--- src/common/cssc_pkg.sv ---
// Purpose: shared constants and carriers for the subsystem control bits block
// Assumes: one clock, Avalon-MM register access, 32-bit data
// Notes:   bit positions are those of the subsystem control register
// Contract
// - bit26 escalates control memory on latency crossover
// - bit25 escalates control memory on write buffer full
// - bit24 makes control memory always high priority
// - bit23 escalates packet memory on latency crossover
// - bit22 escalates packet memory on write buffer full
// - bit21 makes packet memory always high priority
// - bit20 locks arbiter when an error occurs
// - bit19 bypasses PCI master write buffer
// - bit18 bypasses packet memory write buffer
// - bit17 set disables control memory write buffer
// - bit15 clear lets pseudo reset idle masters
// - bit14 set holds test-port error status
// - bit13 set holds core event status
// - bit12 set enables auto acknowledge on hang
// - bit11 picks DMA write error severity
// - bit10 picks data cache write error severity
// - bit9 picks memory-locked interrupt severity
// - bit8 makes primitives 64-bit, upper first
// - 64-bit primitive launches on second access only
// - bit7 disables all dead-man timers
// - bit6 makes serial receive interrupt critical
package cssc_pkg;
  // register byte offsets
  localparam logic [3:0]  CSSC_OFS_CTRL      = 4'h0;  // control word
  localparam logic [3:0]  CSSC_OFS_XOVER     = 4'h4;  // latency crossover value
  localparam logic [3:0]  CSSC_OFS_STATUS    = 4'h8;  // held status, read only
  localparam logic [3:0]  CSSC_OFS_PRIM      = 4'hc;  // primitive data window
  // control field positions
  localparam int CSSC_B_CM_LAT  = 26;
  localparam int CSSC_B_CM_FULL = 25;
  localparam int CSSC_B_CM_HI   = 24;
  localparam int CSSC_B_PM_LAT  = 23;
  localparam int CSSC_B_PM_FULL = 22;
  localparam int CSSC_B_PM_HI   = 21;
  localparam int CSSC_B_LOCK    = 20;
  localparam int CSSC_B_PCI_BYP = 19;
  localparam int CSSC_B_PM_BYP  = 18;
  localparam int CSSC_B_CM_BYP  = 17;
  localparam int CSSC_B_NOABORT = 15;
  localparam int CSSC_B_ERRHOLD = 14;
  localparam int CSSC_B_EVHOLD  = 13;
  localparam int CSSC_B_AUTOACK = 12;
  localparam int CSSC_B_DMASEV  = 11;
  localparam int CSSC_B_DCSEV   = 10;
  localparam int CSSC_B_LKSEV   = 9;
  localparam int CSSC_B_PRIM64  = 8;
  localparam int CSSC_B_DMDIS   = 7;
  localparam int CSSC_B_SRXCRIT = 6;
  // writable field mask: bits 26..17 and 15..6
  localparam logic [31:0] CSSC_CTRL_MASK     = 32'h07fe_ffc0;
  // reset value of the field bits
  localparam logic [31:0] CSSC_CTRL_RST      = 32'h000e_4000;
  localparam logic [15:0] CSSC_XOVER_RST     = 16'h0100;
  localparam logic [31:0] CSSC_UNMAPPED_DATA = 32'h0000_0000;

  // escalation inputs of one memory
  typedef struct packed {
    logic [15:0] lat_cnt;   // latency counter
    logic        wbuf_full; // write-around buffer full
    logic        req;       // request pending
  } cssc_mem_type;

  // interrupt routing outputs
  typedef struct packed {
    logic dma_crit;
    logic dma_norm;
    logic dc_crit;
    logic dc_norm;
    logic lk_crit;
    logic lk_norm;
    logic srx_crit;
    logic srx_norm;
  } cssc_irq_type;
endpackage

--- src/design/cssc_ctrl.sv ---
// Purpose: subsystem control bits 26..6 and the logic they steer
// Assumes: all event inputs are on clk_sys; primitive path is 64 bits
// Notes:   every output is registered; bus answers after one wait cycle
`timescale 1ns/1ns
module cssc_ctrl #(
  parameter int XW = 16
) (
  input  wire logic                   clk_sys,
  input  wire logic                   rst_b,
  // avalon-mm slave
  input  wire logic [3:0]             avs_address,
  input  wire logic                   avs_read,
  input  wire logic                   avs_write,
  input  wire logic [31:0]            avs_writedata,
  input  wire logic [3:0]             avs_byteenable,
  output logic [31:0]                 avs_readdata,
  output logic                        avs_waitrequest,
  // memory escalation
  input  wire cssc_pkg::cssc_mem_type cm_in,
  input  wire cssc_pkg::cssc_mem_type pm_in,
  output logic                        cm_high_pri,
  output logic                        pm_high_pri,
  // lock, buffers, reset, status, ack, timers
  input  wire logic                   mem_error,
  output logic                        arb_lock,
  output logic                        pci_wbuf_bypass,
  output logic                        pm_wbuf_bypass,
  output logic                        cm_wbuf_bypass,
  input  wire logic                   pseudo_reset,
  output logic                        master_idle,
  input  wire logic [7:0]             err_status_in,
  input  wire logic [7:0]             event_status_in,
  output logic [7:0]                  event_status,
  input  wire logic                   hang_detect,
  output logic                        auto_ack,
  output logic                        deadman_disable,
  input  wire logic                   dma_vm_err,
  input  wire logic                   dc_vm_err,
  input  wire logic                   mem_locked,
  input  wire logic                   serial_rx_irq,
  output cssc_pkg::cssc_irq_type      irq_out,
  // device control primitive launch
  output logic                        prim_launch,
  output logic [63:0]                 prim_data
);
  import cssc_pkg::*;

  logic [31:0]    ctrl_r, ctrl_nxt;          // control fields
  logic [XW-1:0]  xover_r, xover_nxt;        // crossover value
  logic [7:0]     err_r, err_nxt;            // test-port error status
  logic [7:0]     ev_r, ev_nxt;              // core event status
  logic [31:0]    upper_r, upper_nxt;        // held upper primitive half
  logic           half_r, half_nxt;          // upper half received
  logic           wait_r, wait_nxt;          // waitrequest register
  logic [31:0]    rd_r, rd_nxt;              // read data register
  logic           lock_r, lock_nxt;          // arbiter lock
  logic           cmh_r, cmh_nxt;
  logic           pmh_r, pmh_nxt;
  logic           idle_r, idle_nxt;
  logic           aack_r, aack_nxt;
  logic           launch_r, launch_nxt;
  logic [63:0]    pdata_r, pdata_nxt;
  cssc_irq_type   irq_r, irq_nxt;
  logic [31:0]    xo_m;                       // merged crossover write word

  // byte-lane merge, used for the control and crossover registers
  function automatic logic [31:0] be_merge(input logic [31:0] old, input logic [31:0] wd,
                                           input logic [3:0] be);
    logic [31:0] res;
    res = old;
    for (int i = 0; i < 4; i++) begin
      if (be[i]) begin
        res[i*8 +: 8] = wd[i*8 +: 8];
      end
    end
    return res;
  endfunction

  // escalation for one memory; drops as soon as the trigger is gone
  function automatic logic esc(input logic hi, input logic lat_en, input logic full_en,
                               input cssc_mem_type m, input logic [XW-1:0] xv);
    logic r;
    r = hi;
    if (lat_en && (m.lat_cnt[XW-1:0] > xv)) begin
      r = 1'b1;
    end
    if (full_en && m.wbuf_full) begin
      r = 1'b1;
    end
    return r & m.req;
  endfunction

  // bus and register next state; one wait cycle then a single-cycle answer
  always_comb begin
    ctrl_nxt   = ctrl_r;
    xover_nxt  = xover_r;
    upper_nxt  = upper_r;
    half_nxt   = half_r;
    launch_nxt = 1'b0;
    pdata_nxt  = pdata_r;
    rd_nxt     = rd_r;
    wait_nxt   = 1'b1;
    xo_m       = 32'h0000_0000;
    if ((avs_read || avs_write) && wait_r) begin
      wait_nxt = 1'b0;                 // answer on the next edge
      if (avs_read) begin
        case (avs_address)
          CSSC_OFS_CTRL:   rd_nxt = ctrl_r;
          CSSC_OFS_XOVER:  rd_nxt = {{(32-XW){1'b0}}, xover_r};
          CSSC_OFS_STATUS: rd_nxt = {8'h00, ev_r, err_r, 7'h00, lock_r};
          CSSC_OFS_PRIM:   rd_nxt = pdata_r[31:0];
          default:         rd_nxt = CSSC_UNMAPPED_DATA;
        endcase
      end
    end
    // a write lands only at the edge where the master sees waitrequest low,
    // so software and the steered logic never see the new value early
    if (avs_write && !wait_r) begin
        case (avs_address)
          CSSC_OFS_CTRL: begin
            ctrl_nxt = be_merge(ctrl_r, avs_writedata, avs_byteenable) & CSSC_CTRL_MASK;
          end
          CSSC_OFS_XOVER: begin
            xo_m      = be_merge({{(32-XW){1'b0}}, xover_r}, avs_writedata,
                                 avs_byteenable);
            xover_nxt = xo_m[XW-1:0];
          end
          CSSC_OFS_PRIM: begin
            if (!ctrl_r[CSSC_B_PRIM64]) begin
              launch_nxt = 1'b1;                                     // 32-bit mode
              pdata_nxt  = {32'h0000_0000, avs_writedata};
              half_nxt   = 1'b0;
            end else if (!half_r) begin
              upper_nxt = avs_writedata;
              half_nxt  = 1'b1;
            end else begin
              launch_nxt = 1'b1;
              pdata_nxt  = {upper_r, avs_writedata};
              half_nxt   = 1'b0;
            end
          end
          default: begin
            rd_nxt = rd_r;                     // unmapped write ignored
          end
        endcase
    end
  end

  // steered logic next state
  always_comb begin
    cmh_nxt  = esc(ctrl_r[CSSC_B_CM_HI], ctrl_r[CSSC_B_CM_LAT], ctrl_r[CSSC_B_CM_FULL],
                   cm_in, xover_r);
    pmh_nxt  = esc(ctrl_r[CSSC_B_PM_HI], ctrl_r[CSSC_B_PM_LAT], ctrl_r[CSSC_B_PM_FULL],
                   pm_in, xover_r);
    // lock is sticky until disabled; the release wins over a new error
    lock_nxt = ctrl_r[CSSC_B_LOCK] & (lock_r | mem_error);
    idle_nxt = pseudo_reset & ~ctrl_r[CSSC_B_NOABORT];
    err_nxt  = ctrl_r[CSSC_B_ERRHOLD] ? err_r : err_status_in;
    ev_nxt   = ctrl_r[CSSC_B_EVHOLD] ? ev_r : event_status_in;
    aack_nxt = hang_detect & ctrl_r[CSSC_B_AUTOACK];
    irq_nxt.dma_crit = dma_vm_err & ~ctrl_r[CSSC_B_DMASEV];
    irq_nxt.dma_norm = dma_vm_err & ctrl_r[CSSC_B_DMASEV];
    irq_nxt.dc_crit  = dc_vm_err & ~ctrl_r[CSSC_B_DCSEV];
    irq_nxt.dc_norm  = dc_vm_err & ctrl_r[CSSC_B_DCSEV];
    irq_nxt.lk_crit  = mem_locked & ~ctrl_r[CSSC_B_LKSEV];
    irq_nxt.lk_norm  = mem_locked & ctrl_r[CSSC_B_LKSEV];
    irq_nxt.srx_crit = serial_rx_irq & ctrl_r[CSSC_B_SRXCRIT];
    irq_nxt.srx_norm = serial_rx_irq & ~ctrl_r[CSSC_B_SRXCRIT];
  end

  // registers; synchronous active-low reset
  always_ff @(posedge clk_sys) begin
    if (!rst_b) begin
      ctrl_r   <= CSSC_CTRL_RST;
      xover_r  <= CSSC_XOVER_RST[XW-1:0];
      err_r    <= 8'h00;
      ev_r     <= 8'h00;
      upper_r  <= 32'h0000_0000;
      half_r   <= 1'b0;
      wait_r   <= 1'b1;
      rd_r     <= 32'h0000_0000;
      lock_r   <= 1'b0;
      cmh_r    <= 1'b0;
      pmh_r    <= 1'b0;
      idle_r   <= 1'b0;
      aack_r   <= 1'b0;
      launch_r <= 1'b0;
      pdata_r  <= 64'h0;
      irq_r    <= '0;
    end else begin
      ctrl_r   <= ctrl_nxt;
      xover_r  <= xover_nxt;
      err_r    <= err_nxt;
      ev_r     <= ev_nxt;
      upper_r  <= upper_nxt;
      half_r   <= half_nxt;
      wait_r   <= wait_nxt;
      rd_r     <= rd_nxt;
      lock_r   <= lock_nxt;
      cmh_r    <= cmh_nxt;
      pmh_r    <= pmh_nxt;
      idle_r   <= idle_nxt;
      aack_r   <= aack_nxt;
      launch_r <= launch_nxt;
      pdata_r  <= pdata_nxt;
      irq_r    <= irq_nxt;
    end
  end

  // outputs straight from flip-flops
  assign avs_readdata    = rd_r;
  assign avs_waitrequest = wait_r;
  assign cm_high_pri     = cmh_r;
  assign pm_high_pri     = pmh_r;
  assign arb_lock        = lock_r;
  assign pci_wbuf_bypass = ctrl_r[CSSC_B_PCI_BYP];
  assign pm_wbuf_bypass  = ctrl_r[CSSC_B_PM_BYP];
  assign cm_wbuf_bypass  = ctrl_r[CSSC_B_CM_BYP];
  assign master_idle     = idle_r;
  assign event_status    = ev_r;
  assign auto_ack        = aack_r;
  assign deadman_disable = ctrl_r[CSSC_B_DMDIS];
  assign irq_out         = irq_r;
  assign prim_launch     = launch_r;
  assign prim_data       = pdata_r;
endmodule

--- config.mk ---
export PLATFORM = sky130hd
export DESIGN_NAME = cssc_ctrl
export DESIGN_NICKNAME = d
export VERILOG_FILES = /design/src/common/cssc_pkg.sv /design/src/design/cssc_ctrl.sv
export SDC_FILE = /design/constraint.sdc
export NUM_CORES = 1
export LEC_CHECK = 0
export BUFFER_PORTS_ARGS = -buffer_cell sky130_fd_sc_hd__buf_2
export CORE_ASPECT_RATIO = 1.1
export CORE_UTILIZATION = 36
export DETAILED_ROUTE_END_ITERATION = 12
export SYNTH_ARGS = -nofsm -noshare
export SYNTH_HDL_FRONTEND = slang
export SYNTH_SLANG_ARGS = --single-unit
--- constraint.sdc ---
create_clock -name clk_sys -period 2.13 [get_ports clk_sys]
set_input_delay 0.3195 -clock clk_sys [delete_from_list [all_inputs] [get_ports clk_sys]]
set_output_delay 0.3195 -clock clk_sys [all_outputs]
set_load 0.02 [all_outputs]
==> summary.json <==
{
  "syn_to_final_growth_pct": 26.7,
  "final_setup_fails": 0,
  "grt.total_usage_pct": 21.8,
  "cp_data_arrival_time_ns": 2.28,
  "synth.most_common_cell": "sky130_fd_sc_hd__dfxtp_1",
  "synth.lib_cells_used.distinct": 42,
  "hold-path-endpoint": "master_idle",
  "row_count": 56,
  "share_of_synthesized_registers_carrying_an_async_set_or_reset_pct": 0,
  "sum_neg_setup_slack_ns": 0,
  "clk_path_buf_depth": 2,
  "critical-path-max-stage-delay_ns": 0.45,
  "r2r_start": "xover_r[15]",
  "critical_path.n_buffers_inverters": 1,
  "clock_insertion_delay_worst_skew_ns": 0.44,
  "detailed_place_hpwl_um": 17500,
  "routed_wl_um": 23900,
  "power_per_cell_area_mw_per_mm2": 746,
  "grt_first_pass_wirelength_um": 36600,
  "routed_via_density": 4.97,
  "initial_standard_cell_utilization_of_the_core_pct": 36.8,
  "vias_in_the_first_global_route": 6258,
  "die_footprint_mm2": 0.0224,
  "syn_area_per_cell_um2": 10.0,
  "die_y_um": 157,
  "synthCells": 786,
  "timing.slew.headroom_pct": 45.9,
  "synth_area_mm2": 0.00787,
  "post-route-period-util_pct": 92.1,
  "synth_edf_count": 0,
  "post_drt_wl_per_cell_um": 18.3,
  "antenna_violations_before_repair": 2,
  "finalWeightedCongestion": 0.828,
  "dr.pass1.iters": 5,
  "synth_seq_cells": 196,
  "worst-slew-pin-transition_ns": 0.811,
  "fp.coreArea_mm2": 0.0214,
  "worst-endpoint-required_ns": 2.45,
  "worst_setup_path_start_kind": "flop",
  "multi_input_comb_area_mm2": 0.00361,
  "worst_path_dominant_cell_family": "simple AND/OR/NAND/NOR gates",
  "vdd_drop_max_uv": 501,
  "postCtsSetupBuffers": 0,
  "cts_made_buffers": 17,
  "floorplan.io_pins": 226,
  "fin_cells": 1307,
  "post_cts.resized_instances": 0,
  "grt_overflow": 0,
  "cp-end-kind": "flop",
  "finish.utilization_pct": 46.6,
  "path_class": "flop to flop",
  "synth_top_area_share_pct": 49.9,
  "htree_levels": 4,
  "critical_path_fanouts_max": 3,
  "path_clk_slew_ns": 0.08,
  "remaining_drc_errors": 0,
  "flip_flop_and_latch_area_mm2": 0.00392,
  "n_fill_cell": 2077,
  "maxCapViolations": 0,
  "outcome": "completed",
  "worst_path_cell_with_the_longest_stage_delay": "sky130_fd_sc_hd__dfxtp_1",
  "path_cells": "inv_1, ha_1, nand4_1, nor4_1, a21boi_0, o211ai_1, a31oi_1",
  "dr.first_iter.drc_count": 368,
  "die_x_um": 143,
  "port_buffers": 225,
  "holdBufCountCts": 0,
  "final_nets": 1138,
  "final-hold-violation-count": 0,
  "post_synth_most_frequent_cells": "sky130_fd_sc_hd__dfxtp_1, sky130_fd_sc_hd__nand2_1, sky130_fd_sc_hd__a22o_1, sky130_fd_sc_hd__mux2i_1, sky130_fd_sc_hd__nor2b_1",
  "synth_area_leader_cell": "sky130_fd_sc_hd__dfxtp_1",
  "cts-root-buf": "sky130_fd_sc_hd__clkbuf_16",
  "crit-reg2reg-capture": "cm_high_pri",
  "min_path_cells": 3,
  "leakagePower_nw": 4.34,
  "dp.cells": 1274,
  "ys.flop_type": "sky130_fd_sc_hd__dfxtp_1",
  "drtAntennaViolNets": 0,
  "fmax_ghz": 0.510,
  "yosys-top-cells-area": "sky130_fd_sc_hd__dfxtp_1, sky130_fd_sc_hd__a22o_1, sky130_fd_sc_hd__mux2i_1",
  "ff2ff_setup_slack_ns": 0.17,
  "num_vias": 6499,
  "min_from": "pseudo_reset",
  "synth_seq_area_share_pct": 49.9,
  "rsz0062_at_grt": "no",
  "tritoncts_clock_tree": "done",
  "final.setup_skew_ns": 0.0117,
  "maximum_number_of_pins_on_one_net_before_global_route_repair": 90,
  "timing.final.crit_period_ns": 1.96,
  "drive_above_1_share_pct": 28.7,
  "yosys_warn_count": 0,
  "hold_path.class": "input port to flop",
  "clock_sink_count": 196,
  "drv_slew": 0,
  "timing.reg2reg.worst_path_depth": 7,
  "post_synth_net_total": 921
}
## stage by stage
stage | setup slack [ns] | total power, W | cell area [µm²] | hold slack [ns]
global route | 0.0133 | 0.00772 | 9970 | 0.0915
global placement | 0.214 | 0.00422 | 9350 | 0.428
floorplan | 0.450 | 0.00399 | 7870 | 0.410
detailed placement | 0.225 | 0.00423 | 9350 | 0.439
finish | 0.168 | 0.00744 | 9970 | 0.0909
CTS | 0.194 | 0.00752 | 9960 | 0.0722
## cells by family (layout without fill, tap and decap cells)
family	count (synthesis)	count (layout)	synth area share, %
buffers and inverters	71	301	4.45
and+or+nand+nor	228	228	14.5
muxes	51	51	6.49
AOI/OAI and AO/OA	208	208	19.6
other	0	1	0
DFF	196	196	49.9
adders and majority gates	32	32	5.09
## registers in the layout (all words and copies together), names as in the netlist
name / count
irq_out: 8
master_idle: 1
event_status: 8
upper_r: 32
prim_launch: 1
pm_high_pri: 1
auto_ack: 1
arb_lock: 1
err_r: 8
prim_data: 64
xover_r: 16
avs_waitrequest: 1
cm_high_pri: 1
avs_readdata: 32
ctrl_r: 20
half_r: 1
## placed cells by master (no fill, tap or decap), drive strengths merged
master	instances
diode	1
clkbuf	17
a22o	82
a21o	4
a221oi	8
clkinv	5
and3	10
mux2i	51
and2	12
a21oi	25
o211a	1
or2	1
and4bb	1
nand2	122
dfxtp	196
nand3	10
a21boi	38
nor2	9
a22oi	9
o211ai	5
nor2b	50
a211oi	2
or3	1
nand4	6
inv	29
o31ai	1
ha	32
o21a	2
buf	250
a31oi	1
nor4b	2
o21ai	30
nor4	4
## tightest hold or removal path, delay by kind of cell
| kind | cells | cell delay [ns] |
|---|---|---|
| buffers and inverters | 1 | 0.10 |
| and+or+nand+nor | 2 | 0.07 |
## final cells by class
| class | instances | area share (%) |
|---|---|---|
| tap | 290 | 3.64 |
| antenna | 1 | 0.0251 |
| clock inverter | 15 | 1.92 |
| inverter | 19 | 0.716 |
| clock buffer | 17 | 4.27 |
| multi-input combinational | 519 | 36.2 |
| timing repair buffer | 250 | 13.8 |
| sequential | 196 | 39.4 |
## worst max-delay path by stage
stage / end / start / slack, ns / cells past startpoint
4_1_cts: cm_high_pri / xover_r[15] / 0.19 / 7
2_1_floorplan: avs_readdata[13] / avs_waitrequest / 0.45 / 7
3_3_place_gp: cm_high_pri / xover_r[15] / 0.21 / 7
5_1_grt: cm_high_pri / xover_r[15] / 0.01 / 7
6_report: cm_high_pri / xover_r[15] / 0.17 / 7
3_5_place_dp: cm_high_pri / xover_r[15] / 0.23 / 7
## power breakdown
group	total [W]	switching (W)	internal [W]
logic	0.000445	0.000268	0.000177
clock network	0.00330	0.00167	0.00162
registers	0.00370	0.0000152	0.00368
total	0.00744	0.00196	0.00548
## layer usage
metal  vias up  track usage (%)  wire, µm
met2       202             34.9     11100
met3        27             4.99      1520
met5         -                0         0
met1      3039             28.6     10800
li1       3231                -         -
met4         0             7.78       457
(Power assumes the default switching activity.)
